==> src/design/bbf_pkg.sv <==
// package for the boot-block flash host controller
// assumes a 40 MHz clock and an asynchronous flash device on the pins
// Summary of operation
// - chip select is active low; host drives it low to reach the device.
// - output enable is active low; host drives it low only during reads.
// - host presents program data in the second write cycle of a program sequence.
// - commands go on the low eight data lines with chip select and strobe active.
package bbf_pkg;
	localparam int        CLK_MHZ        = 40;
	// pin timing, nanoseconds
	localparam int        T_SETUP_NS     = 50;
	localparam int        T_STROBE_NS    = 75;
	localparam int        T_ACCESS_NS    = 150;
	localparam int        T_RESET_NS     = 1000;
	localparam int        T_RECOVER_NS   = 1000;
	localparam int        CYC_SETUP      = (T_SETUP_NS * CLK_MHZ + 999) / 1000;
	localparam int        CYC_STROBE     = (T_STROBE_NS * CLK_MHZ + 999) / 1000;
	localparam int        CYC_ACCESS     = (T_ACCESS_NS * CLK_MHZ + 999) / 1000;
	localparam int        CYC_RESET      = (T_RESET_NS * CLK_MHZ + 999) / 1000;
	localparam int        CYC_RECOVER    = (T_RECOVER_NS * CLK_MHZ + 999) / 1000;
	localparam int        CNT_W          = 8;
	// device geometry
	localparam int        ADDR_W         = 18;
	localparam int        DATA_W         = 16;
	localparam int        BOOT_BYTES     = 16384;
	localparam int        PARAM_BYTES    = 8192;
	localparam int        MAIN_SMALL     = 98304;
	localparam int        MAIN_BIG       = 131072;
	// host register offsets
	localparam logic [3:0] REG_CTRL      = 4'h0;
	localparam logic [3:0] REG_ADDR      = 4'h1;
	localparam logic [3:0] REG_WDATA     = 4'h2;
	localparam logic [3:0] REG_CMD       = 4'h3;
	localparam logic [3:0] REG_RDATA     = 4'h4;
	localparam logic [3:0] REG_STATUS    = 4'h5;
	// control register fields
	localparam int        CTRL_WORD      = 0;
	localparam int        CTRL_WPROT     = 1;
	localparam int        CTRL_HVRST     = 2;
	localparam int        CTRL_SIG       = 3;
	localparam int        CTRL_PD        = 4;
	localparam logic [4:0] CTRL_RESET    = 5'h01;
	// command register operations
	localparam logic [1:0] OP_READ       = 2'h0;
	localparam logic [1:0] OP_WRITE      = 2'h1;
	localparam logic [1:0] OP_PROGRAM    = 2'h2;
	localparam logic [1:0] OP_RESET      = 2'h3;
	localparam logic [7:0] CMD_PROG_SETUP = 8'h40;
	// status register bits from the device
	localparam int        SR_PROG_FAIL   = 4;
	localparam int        SR_ERASE_FAIL  = 5;
	typedef enum logic [1:0] {BBF_CYC_READ, BBF_CYC_WRITE} bbf_cyc_e;
endpackage : bbf_pkg

==> src/design/bbf_cyc_if.sv <==
// carrier between the sequencer and the pin timing engine
// assumes one clock domain
`timescale 1ns/10ps
`default_nettype none
interface bbf_cyc_if;
	import bbf_pkg::*;
	logic                start;
	bbf_cyc_e            kind;
	logic [ADDR_W-1:0]   addr;
	logic                byteSel;
	logic [DATA_W-1:0]   wdata;
	logic                busy;
	logic                done;
	logic [DATA_W-1:0]   rdata;
	modport seq (output start, kind, addr, byteSel, wdata, input busy, done, rdata);
	modport eng (input start, kind, addr, byteSel, wdata, output busy, done, rdata);
endinterface : bbf_cyc_if
`default_nettype wire

==> src/design/bbf_cycle.sv <==
// one asynchronous bus cycle on the flash pins: read or write
// assumes the sequencer waits for done before the next start
`timescale 1ns/10ps
`default_nettype none
module bbf_cycle
	import bbf_pkg::*;
(
	input  wire logic            clk,
	input  wire logic            rstn,
	input  wire logic            ce,
	input  wire logic            wordMode,
	bbf_cyc_if.eng               cyc,
	output logic [ADDR_W-1:0]    flashAddr,
	output logic                 chipSel_n,
	output logic                 outEn_n,
	output logic                 wrStrobe_n,
	input  wire logic [DATA_W-1:0] dataIn,
	output logic [DATA_W-1:0]    dataOut,
	output logic [DATA_W-1:0]    dataOe_n
);
	typedef enum logic [2:0] {ST_IDLE, ST_SETUP, ST_STROBE, ST_HOLD} bbf_ph_e;
	bbf_ph_e            ph, next_ph;
	logic [CNT_W-1:0]   cnt, next_cnt;
	logic               isWrite, next_isWrite;
	logic [ADDR_W-1:0]  next_flashAddr;
	logic [DATA_W-1:0]  next_dataOut, next_rdata;
	logic               next_done;

	always_comb begin
		next_ph        = ph;
		next_cnt       = cnt;
		next_isWrite   = isWrite;
		next_flashAddr = flashAddr;
		next_dataOut   = dataOut;
		next_rdata     = cyc.rdata;
		next_done      = 1'b0;
		unique case (ph)
			ST_IDLE: if (cyc.start) begin
				next_isWrite   = (cyc.kind == BBF_CYC_WRITE);
				next_flashAddr = cyc.addr;
				// in x8 the top line carries the byte select, not data
				next_dataOut   = wordMode ? cyc.wdata : {cyc.byteSel, cyc.wdata[14:0]};
				next_cnt       = CNT_W'(CYC_SETUP);
				next_ph        = ST_SETUP;
			end
			ST_SETUP: if (cnt <= CNT_W'(1)) begin
				next_cnt = isWrite ? CNT_W'(CYC_STROBE) : CNT_W'(CYC_ACCESS);
				next_ph  = ST_STROBE;
			end else begin
				next_cnt = cnt - CNT_W'(1);
			end
			ST_STROBE: if (cnt <= CNT_W'(1)) begin
				// sample before output enable is released
				if (!isWrite)
					next_rdata = wordMode ? dataIn : {8'h00, dataIn[7:0]};
				next_cnt = CNT_W'(CYC_SETUP);
				next_ph  = ST_HOLD;
			end else begin
				next_cnt = cnt - CNT_W'(1);
			end
			ST_HOLD: if (cnt <= CNT_W'(1)) begin
				next_done = 1'b1;
				next_ph   = ST_IDLE;
			end else begin
				next_cnt = cnt - CNT_W'(1);
			end
		endcase
	end

	always_ff @(posedge clk or negedge rstn) begin
		if (!rstn) begin
			ph        <= ST_IDLE;
			cnt       <= '0;
			isWrite   <= 1'b0;
			flashAddr <= '0;
			dataOut   <= '0;
			cyc.rdata <= '0;
			cyc.done  <= 1'b0;
		end else if (ce) begin
			ph        <= next_ph;
			cnt       <= next_cnt;
			isWrite   <= next_isWrite;
			flashAddr <= next_flashAddr;
			dataOut   <= next_dataOut;
			cyc.rdata <= next_rdata;
			cyc.done  <= next_done;
		end
	end

	assign cyc.busy = (ph != ST_IDLE);
	assign chipSel_n = (ph == ST_IDLE);
	assign outEn_n = !(ph != ST_IDLE && !isWrite);
	// strobe rises before address and data change
	assign wrStrobe_n = !(ph == ST_STROBE && isWrite);

	// top line carries byte select in x8; lines 8-14 never driven in x8
	always_comb begin
		for (int i = 0; i < DATA_W; i++) begin
			dataOe_n[i] = !(ph != ST_IDLE && isWrite);
		end
		if (!wordMode) begin
			dataOe_n[14:8] = '1;
			dataOe_n[15]   = (ph == ST_IDLE);
		end
	end
endmodule : bbf_cycle
`default_nettype wire

==> src/design/bbf_host.sv <==
// host controller for a boot-block flash: software port to pin sequences
// assumes flash pins are asynchronous and sampled on clk; supply levels set externally
`timescale 1ns/10ps
`default_nettype none
module bbf_host
	import bbf_pkg::*;
(
	input  wire logic            clk,
	input  wire logic            rstn,
	input  wire logic            ce,
	input  wire logic [3:0]      regAddr,
	input  wire logic [31:0]     regWdata,
	input  wire logic            regWr,
	input  wire logic            regRd,
	output logic [31:0]          regRdata,
	output logic [ADDR_W-1:0]    flashAddr,
	output logic                 chipSel_n,
	output logic                 outEn_n,
	output logic                 wrStrobe_n,
	output logic                 resetPd_n,
	output logic                 resetHighVolt,
	output logic                 writeProtect_n,
	output logic                 wordSel,
	output logic                 signatureHighVolt,
	input  wire logic [DATA_W-1:0] dataIn,
	output logic [DATA_W-1:0]    dataOut,
	output logic [DATA_W-1:0]    dataOe_n
);
	typedef enum logic [2:0] {SQ_IDLE, SQ_RST, SQ_RECOVER, SQ_CYC1, SQ_CYC2, SQ_WAIT} bbf_sq_e;

	bbf_cyc_if cyc ();

	bbf_sq_e            sq, next_sq;
	logic [4:0]         ctrl, next_ctrl;
	logic [ADDR_W:0]    addrReg, next_addrReg;
	logic [DATA_W-1:0]  wdataReg, next_wdataReg;
	logic [1:0]         op, next_op;
	logic [CNT_W-1:0]   cnt, next_cnt;
	logic               opDone, next_opDone;
	logic [31:0]        next_regRdata;
	logic               start, next_start;
	bbf_cyc_e           kind, next_kind;
	logic [DATA_W-1:0]  cycData, next_cycData;
	logic               pdn, next_pdn;

	bbf_cycle u_cycle (
		.clk        (clk),
		.rstn       (rstn),
		.ce         (ce),
		.wordMode   (ctrl[CTRL_WORD]),
		.cyc        (cyc.eng),
		.flashAddr  (flashAddr),
		.chipSel_n  (chipSel_n),
		.outEn_n    (outEn_n),
		.wrStrobe_n (wrStrobe_n),
		.dataIn     (dataIn),
		.dataOut    (dataOut),
		.dataOe_n   (dataOe_n)
	);

	assign cyc.start   = start;
	assign cyc.kind    = kind;
	assign cyc.addr    = addrReg[ADDR_W:1];
	assign cyc.byteSel = addrReg[0];
	assign cyc.wdata   = ctrl[CTRL_WORD] ? cycData : {8'h00, cycData[7:0]};

	assign wordSel           = ctrl[CTRL_WORD];
	assign writeProtect_n    = ctrl[CTRL_WPROT];
	assign resetHighVolt     = ctrl[CTRL_HVRST] & pdn;
	assign signatureHighVolt = ctrl[CTRL_SIG];
	// reset pin low during reset pulse or power-down
	assign resetPd_n         = pdn;

	always_comb begin
		next_sq       = sq;
		next_ctrl     = ctrl;
		next_addrReg  = addrReg;
		next_wdataReg = wdataReg;
		next_op       = op;
		next_cnt      = cnt;
		next_opDone   = opDone;
		next_start    = 1'b0;
		next_kind     = kind;
		next_cycData  = cycData;
		next_pdn      = pdn;
		next_regRdata = 32'h0000_0000;
		if (regRd) begin
			unique case (regAddr)
				REG_CTRL:   next_regRdata = {27'h0, ctrl};
				REG_ADDR:   next_regRdata = {13'h0, addrReg};
				REG_WDATA:  next_regRdata = {16'h0, wdataReg};
				REG_RDATA:  next_regRdata = {16'h0, cyc.rdata};
				REG_STATUS: next_regRdata = {29'h0, !pdn, opDone, (sq != SQ_IDLE)};
				default:    next_regRdata = 32'h0000_0000;
			endcase
		end
		if (regWr) begin
			unique case (regAddr)
				REG_CTRL:  next_ctrl     = regWdata[4:0];
				REG_ADDR:  next_addrReg  = regWdata[ADDR_W:0];
				REG_WDATA: next_wdataReg = regWdata[DATA_W-1:0];
				default: ;
			endcase
		end
		// a new command is taken only in SQ_IDLE, so its clear never lands together with a completion
		if (regWr && regAddr == REG_CMD && sq == SQ_IDLE) begin
			next_op     = regWdata[1:0];
			next_opDone = 1'b0;
			unique case (regWdata[1:0])
				OP_RESET: begin
					next_pdn = 1'b0;
					next_cnt = CNT_W'(CYC_RESET);
					next_sq  = SQ_RST;
				end
				OP_PROGRAM: begin
					next_cycData = {8'h00, CMD_PROG_SETUP};
					next_kind    = BBF_CYC_WRITE;
					next_start   = pdn;
					next_sq      = pdn ? SQ_CYC1 : SQ_IDLE;
				end
				default: begin
					next_cycData = next_wdataReg;
					next_kind    = (regWdata[1:0] == OP_WRITE) ? BBF_CYC_WRITE : BBF_CYC_READ;
					next_start   = pdn;
					next_sq      = pdn ? SQ_WAIT : SQ_IDLE;
				end
			endcase
		end
		if (regWr && regAddr == REG_CTRL) begin
			// power-down holds the reset pin low until cleared or until a reset command's pulse ends
			next_pdn = !regWdata[CTRL_PD];
		end
		unique case (sq)
			SQ_IDLE: ;
			SQ_RST: if (cnt <= CNT_W'(1)) begin
				next_pdn = 1'b1;
				next_cnt = CNT_W'(CYC_RECOVER);
				next_sq  = SQ_RECOVER;
			end else begin
				next_cnt = cnt - CNT_W'(1);
			end
			// device is in array read after recovery
			SQ_RECOVER: if (cnt <= CNT_W'(1)) begin
				next_opDone = 1'b1;
				next_sq     = SQ_IDLE;
			end else begin
				next_cnt = cnt - CNT_W'(1);
			end
			// program data on second write cycle
			SQ_CYC1: if (cyc.done) begin
				next_cycData = wdataReg;
				next_start   = 1'b1;
				next_sq      = SQ_WAIT;
			end
			SQ_WAIT: if (cyc.done) begin
				next_opDone = 1'b1;
				next_sq     = SQ_IDLE;
			end
			default: next_sq = SQ_IDLE;
		endcase
	end

	always_ff @(posedge clk or negedge rstn) begin
		if (!rstn) begin
			sq       <= SQ_IDLE;
			ctrl     <= CTRL_RESET;
			addrReg  <= '0;
			wdataReg <= '0;
			op       <= OP_READ;
			cnt      <= '0;
			opDone   <= 1'b0;
			regRdata <= 32'h0000_0000;
			start    <= 1'b0;
			kind     <= BBF_CYC_READ;
			cycData  <= '0;
			pdn      <= 1'b1;
		end else if (ce) begin
			sq       <= next_sq;
			ctrl     <= next_ctrl;
			addrReg  <= next_addrReg;
			wdataReg <= next_wdataReg;
			op       <= next_op;
			cnt      <= next_cnt;
			opDone   <= next_opDone;
			regRdata <= next_regRdata;
			start    <= next_start;
			kind     <= next_kind;
			cycData  <= next_cycData;
			pdn      <= next_pdn;
		end
	end
endmodule : bbf_host
`default_nettype wire

==> config.mk <==
export PLATFORM = sky130hd
export DESIGN_NAME = bbf_host
export DESIGN_NICKNAME = d
export VERILOG_FILES = /design/src/design/bbf_pkg.sv /design/src/design/bbf_cyc_if.sv /design/src/design/bbf_cycle.sv /design/src/design/bbf_host.sv
export SDC_FILE = /design/constraint.sdc
export NUM_CORES = 1
export LEC_CHECK = 0
export BUFFER_PORTS_ARGS = -buffer_cell sky130_fd_sc_hd__buf_2
export CAP_MARGIN = 30
export CORE_MARGIN = 2
export CORE_UTILIZATION = 50
export CTS_CLUSTER_SIZE = 40
export DETAILED_ROUTE_END_ITERATION = 8
export GPL_ROUTABILITY_DRIVEN = 1
export MAX_ROUTING_LAYER = met4
export PLACE_DENSITY_LB_ADDON = 0.3
export SYNTH_ARGS = -nofsm -noshare
export SYNTH_HDL_FRONTEND = slang
export SYNTH_SLANG_ARGS = --single-unit
==> constraint.sdc <==
create_clock -name clk -period 3.8 [get_ports clk]
set_clock_uncertainty 0.15 [all_clocks]
set_input_delay 0.19 -clock clk [delete_from_list [all_inputs] [get_ports clk]]
set_output_delay 0.19 -clock clk [all_outputs]
set_load 0.02 [all_outputs]
# Word level (Yosys, flattened, before mapping)
# Cells that the tools add are included.
[totals]
in_bits = 57
register_bits = 167
wordCells = 123
latchBits = 0
ramBits = 0
mem_bits_ro = 0
n_memories = 0
output_inout_bits = 90
[classes]
bitwise_logic = 3
n_lt_le_gt_ge = 2
div_mod_pow = 0
n_mux = 53
reduce_logical = 24
addsub = 2
n_mul = 0
n_shift = 0
eq_ne = 21
[op_table]
columns = ["operator", "count"]
rows = [
  ["16-bit two-way mux", 8],
  ["19-bit one-hot mux with 5 select lines", 1],
  ["8-bit two-way mux", 9],
  ["3-bit two-way mux", 11],
  ["32-bit two-way mux", 1],
  ["16-bit one-hot mux with 2 select lines", 1],
  ["8-bit one-hot mux with 4 select lines", 1],
  ["8-bit by 1-bit less-or-equal comparator with 1-bit output, second input constant", 2],
  ["8-bit one-hot mux with 2 select lines", 1],
  ["8-bit by 1-bit subtractor with 8-bit output, second input constant", 2],
  ["3-bit one-hot mux with 5 select lines", 1],
  ["3-bit AND reduction", 5],
  ["1-bit two-way mux", 14],
  ["3-bit by 2-bit equality test with 1-bit output, second input constant", 4],
  ["3-bit one-hot mux with 4 select lines", 1],
  ["4-bit by 2-bit equality test with 1-bit output, second input constant", 2],
  ["4-bit by 3-bit equality test with 1-bit output, second input constant", 2],
  ["2-bit by 1-bit != test with 1-bit output, second input constant", 4],
  ["3-bit by 1-bit equality test with 1-bit output, second input constant", 2],
  ["1-bit logical AND", 6],
  ["1-bit logical NOT", 6],
  ["3-bit logical NOT", 2],
  ["3-bit one-hot mux with 2 select lines", 1],
  ["3-bit nonzero test", 2],
  ["other kinds (13)", 16],
]

# Depth between registers and ports, before layout
# Gate-level depths: netlist of run 1.
[depth]
ltp_word = 7
mapped_depth = 7
ltp_nobuf = 6

# By module
# Synthesis of run 1 repeated with hierarchy kept, for this count alone.
[unflattened]
hier_cells = 649
area_unflattened_um2 = 7424.6
[by_module_without_submodules]
columns = ["mod", "n_inst", "cells_each", "seq_area_each_um2", "area_each_um2"]
rows = [
  ["bbf_host", 1, 415, 2254.7, 4609.4],
  ["bbf_cycle", 1, 234, 1551.5, 2815.2],
]

# Worst setup path after synthesis of run 1
# No wires, ideal clock.
[synth_path]
kind = "flip-flop to flip-flop"
start = "register cnt[3]"
end = "register sq[2]"
setup_slack_ns = 1.674
t_arrival_ns = 1.839
setup_time_ns = 0.137
required_time_ns = 3.513
n_path_buf = 1
path_stages_with_launch = 6
synth_period_minus_slack_ns = 2.126
path_cell_list = "dfrtp_1 -> buf_6 -> or4_4 -> or3_1 -> a221oi_2 -> a21oi_1"
[synth_via]
elab_chain_cells = 3
elab_cells_between_ends = 4
cone_classes = "order compare (1); mux (3)"
[synth_lines]
columns = ["element", "line_no", "source"]
rows = [
  ["start: declaration", "bbf_host.sv:38", "logic [CNT_W-1:0] cnt, next_cnt;"],
  ["start signal: assignment", "bbf_host.sv:183", "cnt <= next_cnt;"],
  ["8-bit by 1-bit less-or-equal comparator with 1-bit output *", "bbf_host.sv:135, bbf_host.sv:143", ""],
  ["3-bit two-way mux, on equally long branches", "bbf_host.sv:143, bbf_host.sv:135", ""],
  ["3-bit one-hot mux with 5 select lines *", "bbf_host.sv:133", "unique case (sq)"],
  ["end signal: assignment", "bbf_host.sv:178", "sq <= next_sq;"],
  ["end: declaration", "bbf_host.sv:33", "bbf_sq_e sq, next_sq;"],
]
# Every way passes the cells marked *; elsewhere a longest branch is shown, timed or not.
# A chain may end at the register's enable or synchronous reset.

# Worst setup path in the final report of run 1
[layout_path]
start = "register sq[2]"
end = "register cycData[4]"
[layout_via]
elab_chain_cells = 5
elab_cells_between_ends = 6
cone_classes = "eq/ne (1); mux (3); reduce/logical (2)"
[layout_lines]
columns = ["element", "line_no", "source"]
rows = [
  ["3-bit logical NOT", "bbf_host.sv:106", "if (regWr && regAddr == REG_CMD && sq == SQ_IDLE) begin"],
  ["1-bit logical AND", "bbf_host.sv:106", ""],
  ["16-bit two-way mux", "bbf_host.sv:106", ""],
  ["16-bit two-way mux", "bbf_host.sv:150", "SQ_CYC1: if (cyc.done) begin"],
  ["16-bit two-way mux *", "bbf_host.sv:133", ""],
  ["end signal: assignment", "bbf_host.sv:188", "cycData <= next_cycData;"],
  ["end: declaration", "bbf_host.sv:43", "logic [DATA_W-1:0] cycData, next_cycData;"],
]
# Marks and branches as above.

==> metrics.txt, run 1 <==
status finished clean; count leader, synth dfrtp_1; first-pass GRT wire length 31.73 mm; Synth Instances 657; wire per inst 19.62 um; area delta synth->final 22.03%; DP Wirelength 13.23 mm; YS warnings 0; Async SR Flop Fraction 100.0%; chip height 126.8 um; clock-pin slew on the worst setup and hold paths 0.06 ns; Setup TNS Final 0 ns; Pwr Density 670.3 nW/um^2; GRT Total Usage 25.97%; RSZ-0062 raised after global routing false; drt first pass iters 5; Final period util 67.43%; Worst Reg-to-Reg Cells 4; total congestion overflow 0; Critical Path AT 2.75 ns; number of global-route vias before repair 5859; initial antenna violation count 1; Inserted Clock Buffers 17; leading area contributor after synthesis dfrtp_1; Setup CP Type register to register; Final Wtd Congestion 0.9156; Worst-Skew Late Latency 0.43 ns; starting density of the core 51.47%; CORE AREA 14640 um^2; top post-synthesis cells by area dfrtp_1 50%, mux2_2 12%, mux2i_1 3.3%; sequential-to-total area share from yosys stat 50.50%; cell row count 44; H-Tree Depth 4; syn avg cell area 11.47 um^2; synth unique cells 72; startpoint types register; Worst-Margin Slew 0.8298 ns; Synth Cell Area 7537 um^2; Final Max Tran Viols 0; I/O pins 147; worst-path fanout max 15; CP delay by family, top simple AND/OR/NAND/NOR gates; Synth top cells by count 150 x dfrtp_1, 77 x mux2_2, 42 x nand2_1; Die Area 16070 um^2; Routed WL 19.50 mm; fill count 1159; largest net degree at the start of global routing 104; HP Start ce; drt drc 0; share of the synthesized area in the top cell type 49.80%; DR iter-0 viols 539; RR Startpoint sq[2]; min-delay worst type primary input to register; final layout net count 863; detailed-route vias per instance 5.934; Buf+Inv Stages, Crit Path 0; DRT antenna net count 0; Final setup viols 0; Worst path slowest cell or4_1; CTS Sinks 152; worst hold slack 0.1805 ns; number of synthesized register bits 152; Chip Width 126.8 um; VDD IR-drop max 0.4228 mV; worst rel slew slack 44.38%; worst r2r dst cycData[4]; Final Hold Viols 0; worst-case hold path end point cyc.start; Crit. End Element register; root buf cell clkbuf_16; hold depth 2; Max Clk Rate 0.3902 GHz; total number of vias 5898; number of synthesized flops with an enable pin 0; register-to-register setup slack 1.24 ns; Largest stage delay, worst path 0.86 ns; Port Buffers 120; Final min period 2.562 ns; Critical Path RT 3.99 ns; Max-cap violations 0; worst path cell trace nor4b_4 -> nand3_2 -> or4_1 -> o211ai_1; clk buf depth 2; Synth Flop Type dfrtp_1; CTS tree yes; layout cells sized above 1 32.76%; Leak 0.004321 uW
-- cell type report --
type / count / area (um^2) / area share (%)
antenna: 1 / 2.502 / 0.02721
clock buffer: 22 / 454.2 / 4.938
clock inverter: 10 / 188.9 / 2.054
inverter: 17 / 63.81 / 0.6938
multi-input combinational: 438 / 3357 / 36.50
sequential: 152 / 3806 / 41.38
tap: 184 / 230.2 / 2.503
timing repair buffer: 170 / 1095 / 11.90
-- cells by family after synthesis --
logic type,after synthesis,share of synthesized area [%]
AOI/OAI and AO/OA,146,14.92
xor gates and xnor gates,2,0.2324
adders and majority gates,10,1.660
buffers and inverters,79,5.627
DFF,152,50.50
muxes,102,14.82
other,1,0.04975
and+or+nand+nor,165,12.18
-- sequential cells by signal, summed over array words and instances, names as in the netlist, 16 cells and up --
name,flops
u_cycle.dataOut,16
u_cycle.cyc.rdata,16
addrReg,19
wdataReg,16
u_cycle.flashAddr,18
cycData,16
regRdata,19
-- worst register-to-register path, cell delays in order (launching register included) --
cell and delay, ns:
dfrtp_1 0.51, nor4b_4 0.51, nand3_2 0.14, or4_1 0.86, o211ai_1 0.30
-- metrics by stage --
stage                     total power, uW  std cells  util, %  cell area (um^2)  setup slack [ns]
after floorplan                      3730        669        -              7582             1.674
after global placement               4196        922    55.63              8147             1.280
after detailed placement             4274        922    55.63              8147             1.251
after CTS                            6166        990    62.48              9150             1.240
after global routing                 6502        994    62.81              9198             1.060
final                                6165        994    62.81              9198             1.238
-- metal layers --
metal / part of all wire, % / global-route usage [%] / vias to the layer above
met2: 48 / 40.13 / 260
met1: 44 / 34.57 / 2905
met4: 2.2 / 8.727 / 0
met5: 0 / - / -
met3: 6.3 / 5.399 / 35
li1: - / - / 2698
-- worst max-delay path by stage --
stage / slack, ns / to / start / cells past startpoint
4_1_cts: 1.24 / cycData[3] / sq[2] / 4
6_report: 1.24 / cycData[4] / sq[2] / 4
2_1_floorplan: 1.67 / sq[2] / cnt[3] / 5
3_3_place_gp: 1.28 / cycData[1] / sq[2] / 4
5_1_grt: 1.06 / cycData[3] / sq[2] / 4
3_5_place_dp: 1.25 / cycData[2] / sq[2] / 4
-- cell usage in the layout, fill, tap and decap left out, types with 4 or more instances in the layout --
master / count
a21oi_1: 11
a222oi_1: 8
a22o_1: 7
a22oi_1: 13
a31oi_1: 4
and2_1: 6
and3_1: 4
buf_2: 119
buf_4: 12
bufinv_16: 5
clkbuf_1: 4
clkbuf_16: 17
conb_1: 13
dfrtp_1: 150
dlygate4sd3_1: 37
ha_1: 10
inv_1: 16
mux2_2: 77
mux2i_1: 25
nand2_1: 42
nand2b_1: 6
nand3_1: 36
nand3b_1: 5
nand4_1: 5
nor2_1: 14
nor2b_1: 6
nor3_1: 8
o211ai_1: 6
o211ai_2: 10
o21ai_0: 34
o2bb2ai_1: 22
o31ai_1: 4
or2_2: 4
or3_1: 5
or4_1: 6
-- power by group --
part	switching [uW]	internal (uW)
logic	1060	822
clock network	662	1190
registers	399	2030
-- repair_timing --
| action | CTS | global route |
|---|---|---|
| gates resized for setup | 0 | 0 |
| setup buffers | 0 | 0 |
| hold buffers | 36 | 1 |
| endpoints found under the hold margin | 165 | 1 |
Power figures use the tool's default switching activity.
==> run 2: changes to the inputs <==
clock period = 2.5 ns   (was 3.8 ns; I/O delays follow)
==> run 2 against run 1 <==
Compared with the run above: die area stayed put; count of clock-buffer cells in the layout is 3 lower; final cell count is 1.4% higher; critical path depth did not move; sequential share of layout area is 0.27 points lower; power grew 51%; global-route usage up 0.41 points; setup slack got worse by 0.95 ns; fmax grew 16%; first-iteration DRC count is 3.0% higher; largest cell class unchanged; largest power group unchanged; highest routed layer unchanged.
==> metrics.txt, run 2 (synthesized netlist as in run 1, its figures left out) <==
status finished clean; clk buf depth 2; DR iter-0 viols 555; worst-path fanout max 7; worst rel slew slack 47.32%; Worst path slowest cell or4_4; Final setup viols 0; Final period util 88.34%; CORE AREA 14640 um^2; detailed-route vias per instance 5.915; register-to-register setup slack 0.29 ns; Final Max Tran Viols 0; first-pass GRT wire length 32.45 mm; GRT Total Usage 26.37%; Crit. End Element register; worst path cell trace or4_4 -> or3_1 -> a221oi_2 -> a21oi_1; initial antenna violation count 2; DP Wirelength 13.52 mm; HP Start ce; most common cell after layout, fill and taps aside dfrtp_1; startpoint types register; multi-input logic area 3357 um^2; Max Clk Rate 0.4528 GHz; cell row count 44; Setup Fix Bufs, Post-CTS 0; worst r2r dst sq[2]; number of global-route vias before repair 6057; Pwr Density 1004 nW/um^2; Chip Width 126.8 um; Setup crit end sq[2]; root buf cell clkbuf_16; starting density of the core 51.47%; chip height 126.8 um; Setup TNS Final 0 ns; total number of vias 5962; Die Area 16070 um^2; final core utilization 63.23%; Setup CP Type register to register; DRT antenna net count 0; clock-pin slew on the worst setup and hold paths 0.06 ns; CTS Sinks 152; Worst-Skew Late Latency 0.42 ns; Final Wtd Congestion 0.8812; Critical Path AT 2.34 ns; area delta synth->final 22.84%; RR Startpoint cnt[4]; CTS tree yes; drt drc 0; Worst-Margin Slew 0.7883 ns; Routed WL 19.62 mm; Max-cap violations 0; Leak 0.004372 uW; commonest cells after routing, fill and taps aside 150 x dfrtp_1, 119 x buf_2, 77 x mux2_2; Critical Path RT 2.63 ns; largest net degree at the start of global routing 61; total congestion overflow 0; post-layout instance area 9259 um^2; fill count 1142; Overall Power 9298 uW; Placed Area 8294 um^2; Final min period 2.209 ns; min-delay worst type primary input to register; layout cells sized above 1 34.43%; crit path from cnt[4]; RSZ-0062 raised after global routing false; I/O pins 147; Register Area 3806 um^2; Resized cells post-CTS 0; # placed instances 940; Inserted Clock Buffers 17; Regs by FF count addrReg (19), regRdata (19), u_cycle.flashAddr (18); wire per inst 19.46 um; H-Tree Depth 4; Largest stage delay, worst path 0.54 ns; Final Hold Viols 0; Port Buffers 120; post-route insts no fill 1008; VDD IR-drop max 0.6567 mV; final layout net count 878; Worst Reg-to-Reg Cells 4; drt first pass iters 5
-- run 2: layout make-up --
type,instances,share of cell area [%]
Antenna cell,2,0.05405
Sequential cell,152,41.11
Clock inverter,11,1.581
Inverter,17,0.6892
Multi-Input combinational cell,438,36.26
Tap cell,184,2.486
Clock buffer,19,4.892
Timing Repair Buffer,185,12.93
-- run 2: timing repair --
item                                    in CTS  in global routing
endpoints found under the hold margin      138                  0
endpoints found under the setup margin       0                  0
hold buffers                                36                  0
-- run 2: worst min path at each step --
| stage | endpoint | slack, ns | depth (start not counted) |
|---|---|---|---|
| 4_1_cts | sq[2] | 0.01 | 2 |
| 6_report | sq[2] | 0.04 | 2 |
| 2_1_floorplan | addrReg[0] | -0.32 | 0 |
| 3_3_place_gp | u_cycle.cnt[1] | -0.02 | 1 |
| 5_1_grt | sq[2] | 0.08 | 2 |
| 3_5_place_dp | u_cycle.cnt[1] | -0.004 | 1 |
-- run 2: per-stage QoR --
stage	hold WS [ns]	worst slack [ns]
floorplan	-0.3206	0.3741
global placement	-0.01944	0.3687
detailed placement	-0.003590	0.3551
CTS	0.01406	0.3258
global route	0.08368	0.1816
finish	0.03903	0.2915
-- run 2: where the power goes --
| group | internal [uW] | switching, uW | total (uW) |
|---|---|---|---|
| Clock | 1610 | 1000 | 2620 |
| Combinational | 1330 | 1680 | 3010 |
| Sequential | 3090 | 581 | 3670 |
-- run 2: per-layer routing --
metal	track usage, %	vias up	part of all wire [%]
met5	-	-	0
met4	10.54	0	2.7
met3	4.597	34	6.1
met2	39.40	257	46
met1	36.20	2953	45
li1	-	2718	-
-- run 2: worst max-delay path: cells and delay by family (launching register included) --
kind	cells	cell delay [ns]
AO/OA/AOI/OAI	2	0.47
flip-flops	1	0.44
AND/OR/NAND/NOR	2	1.01
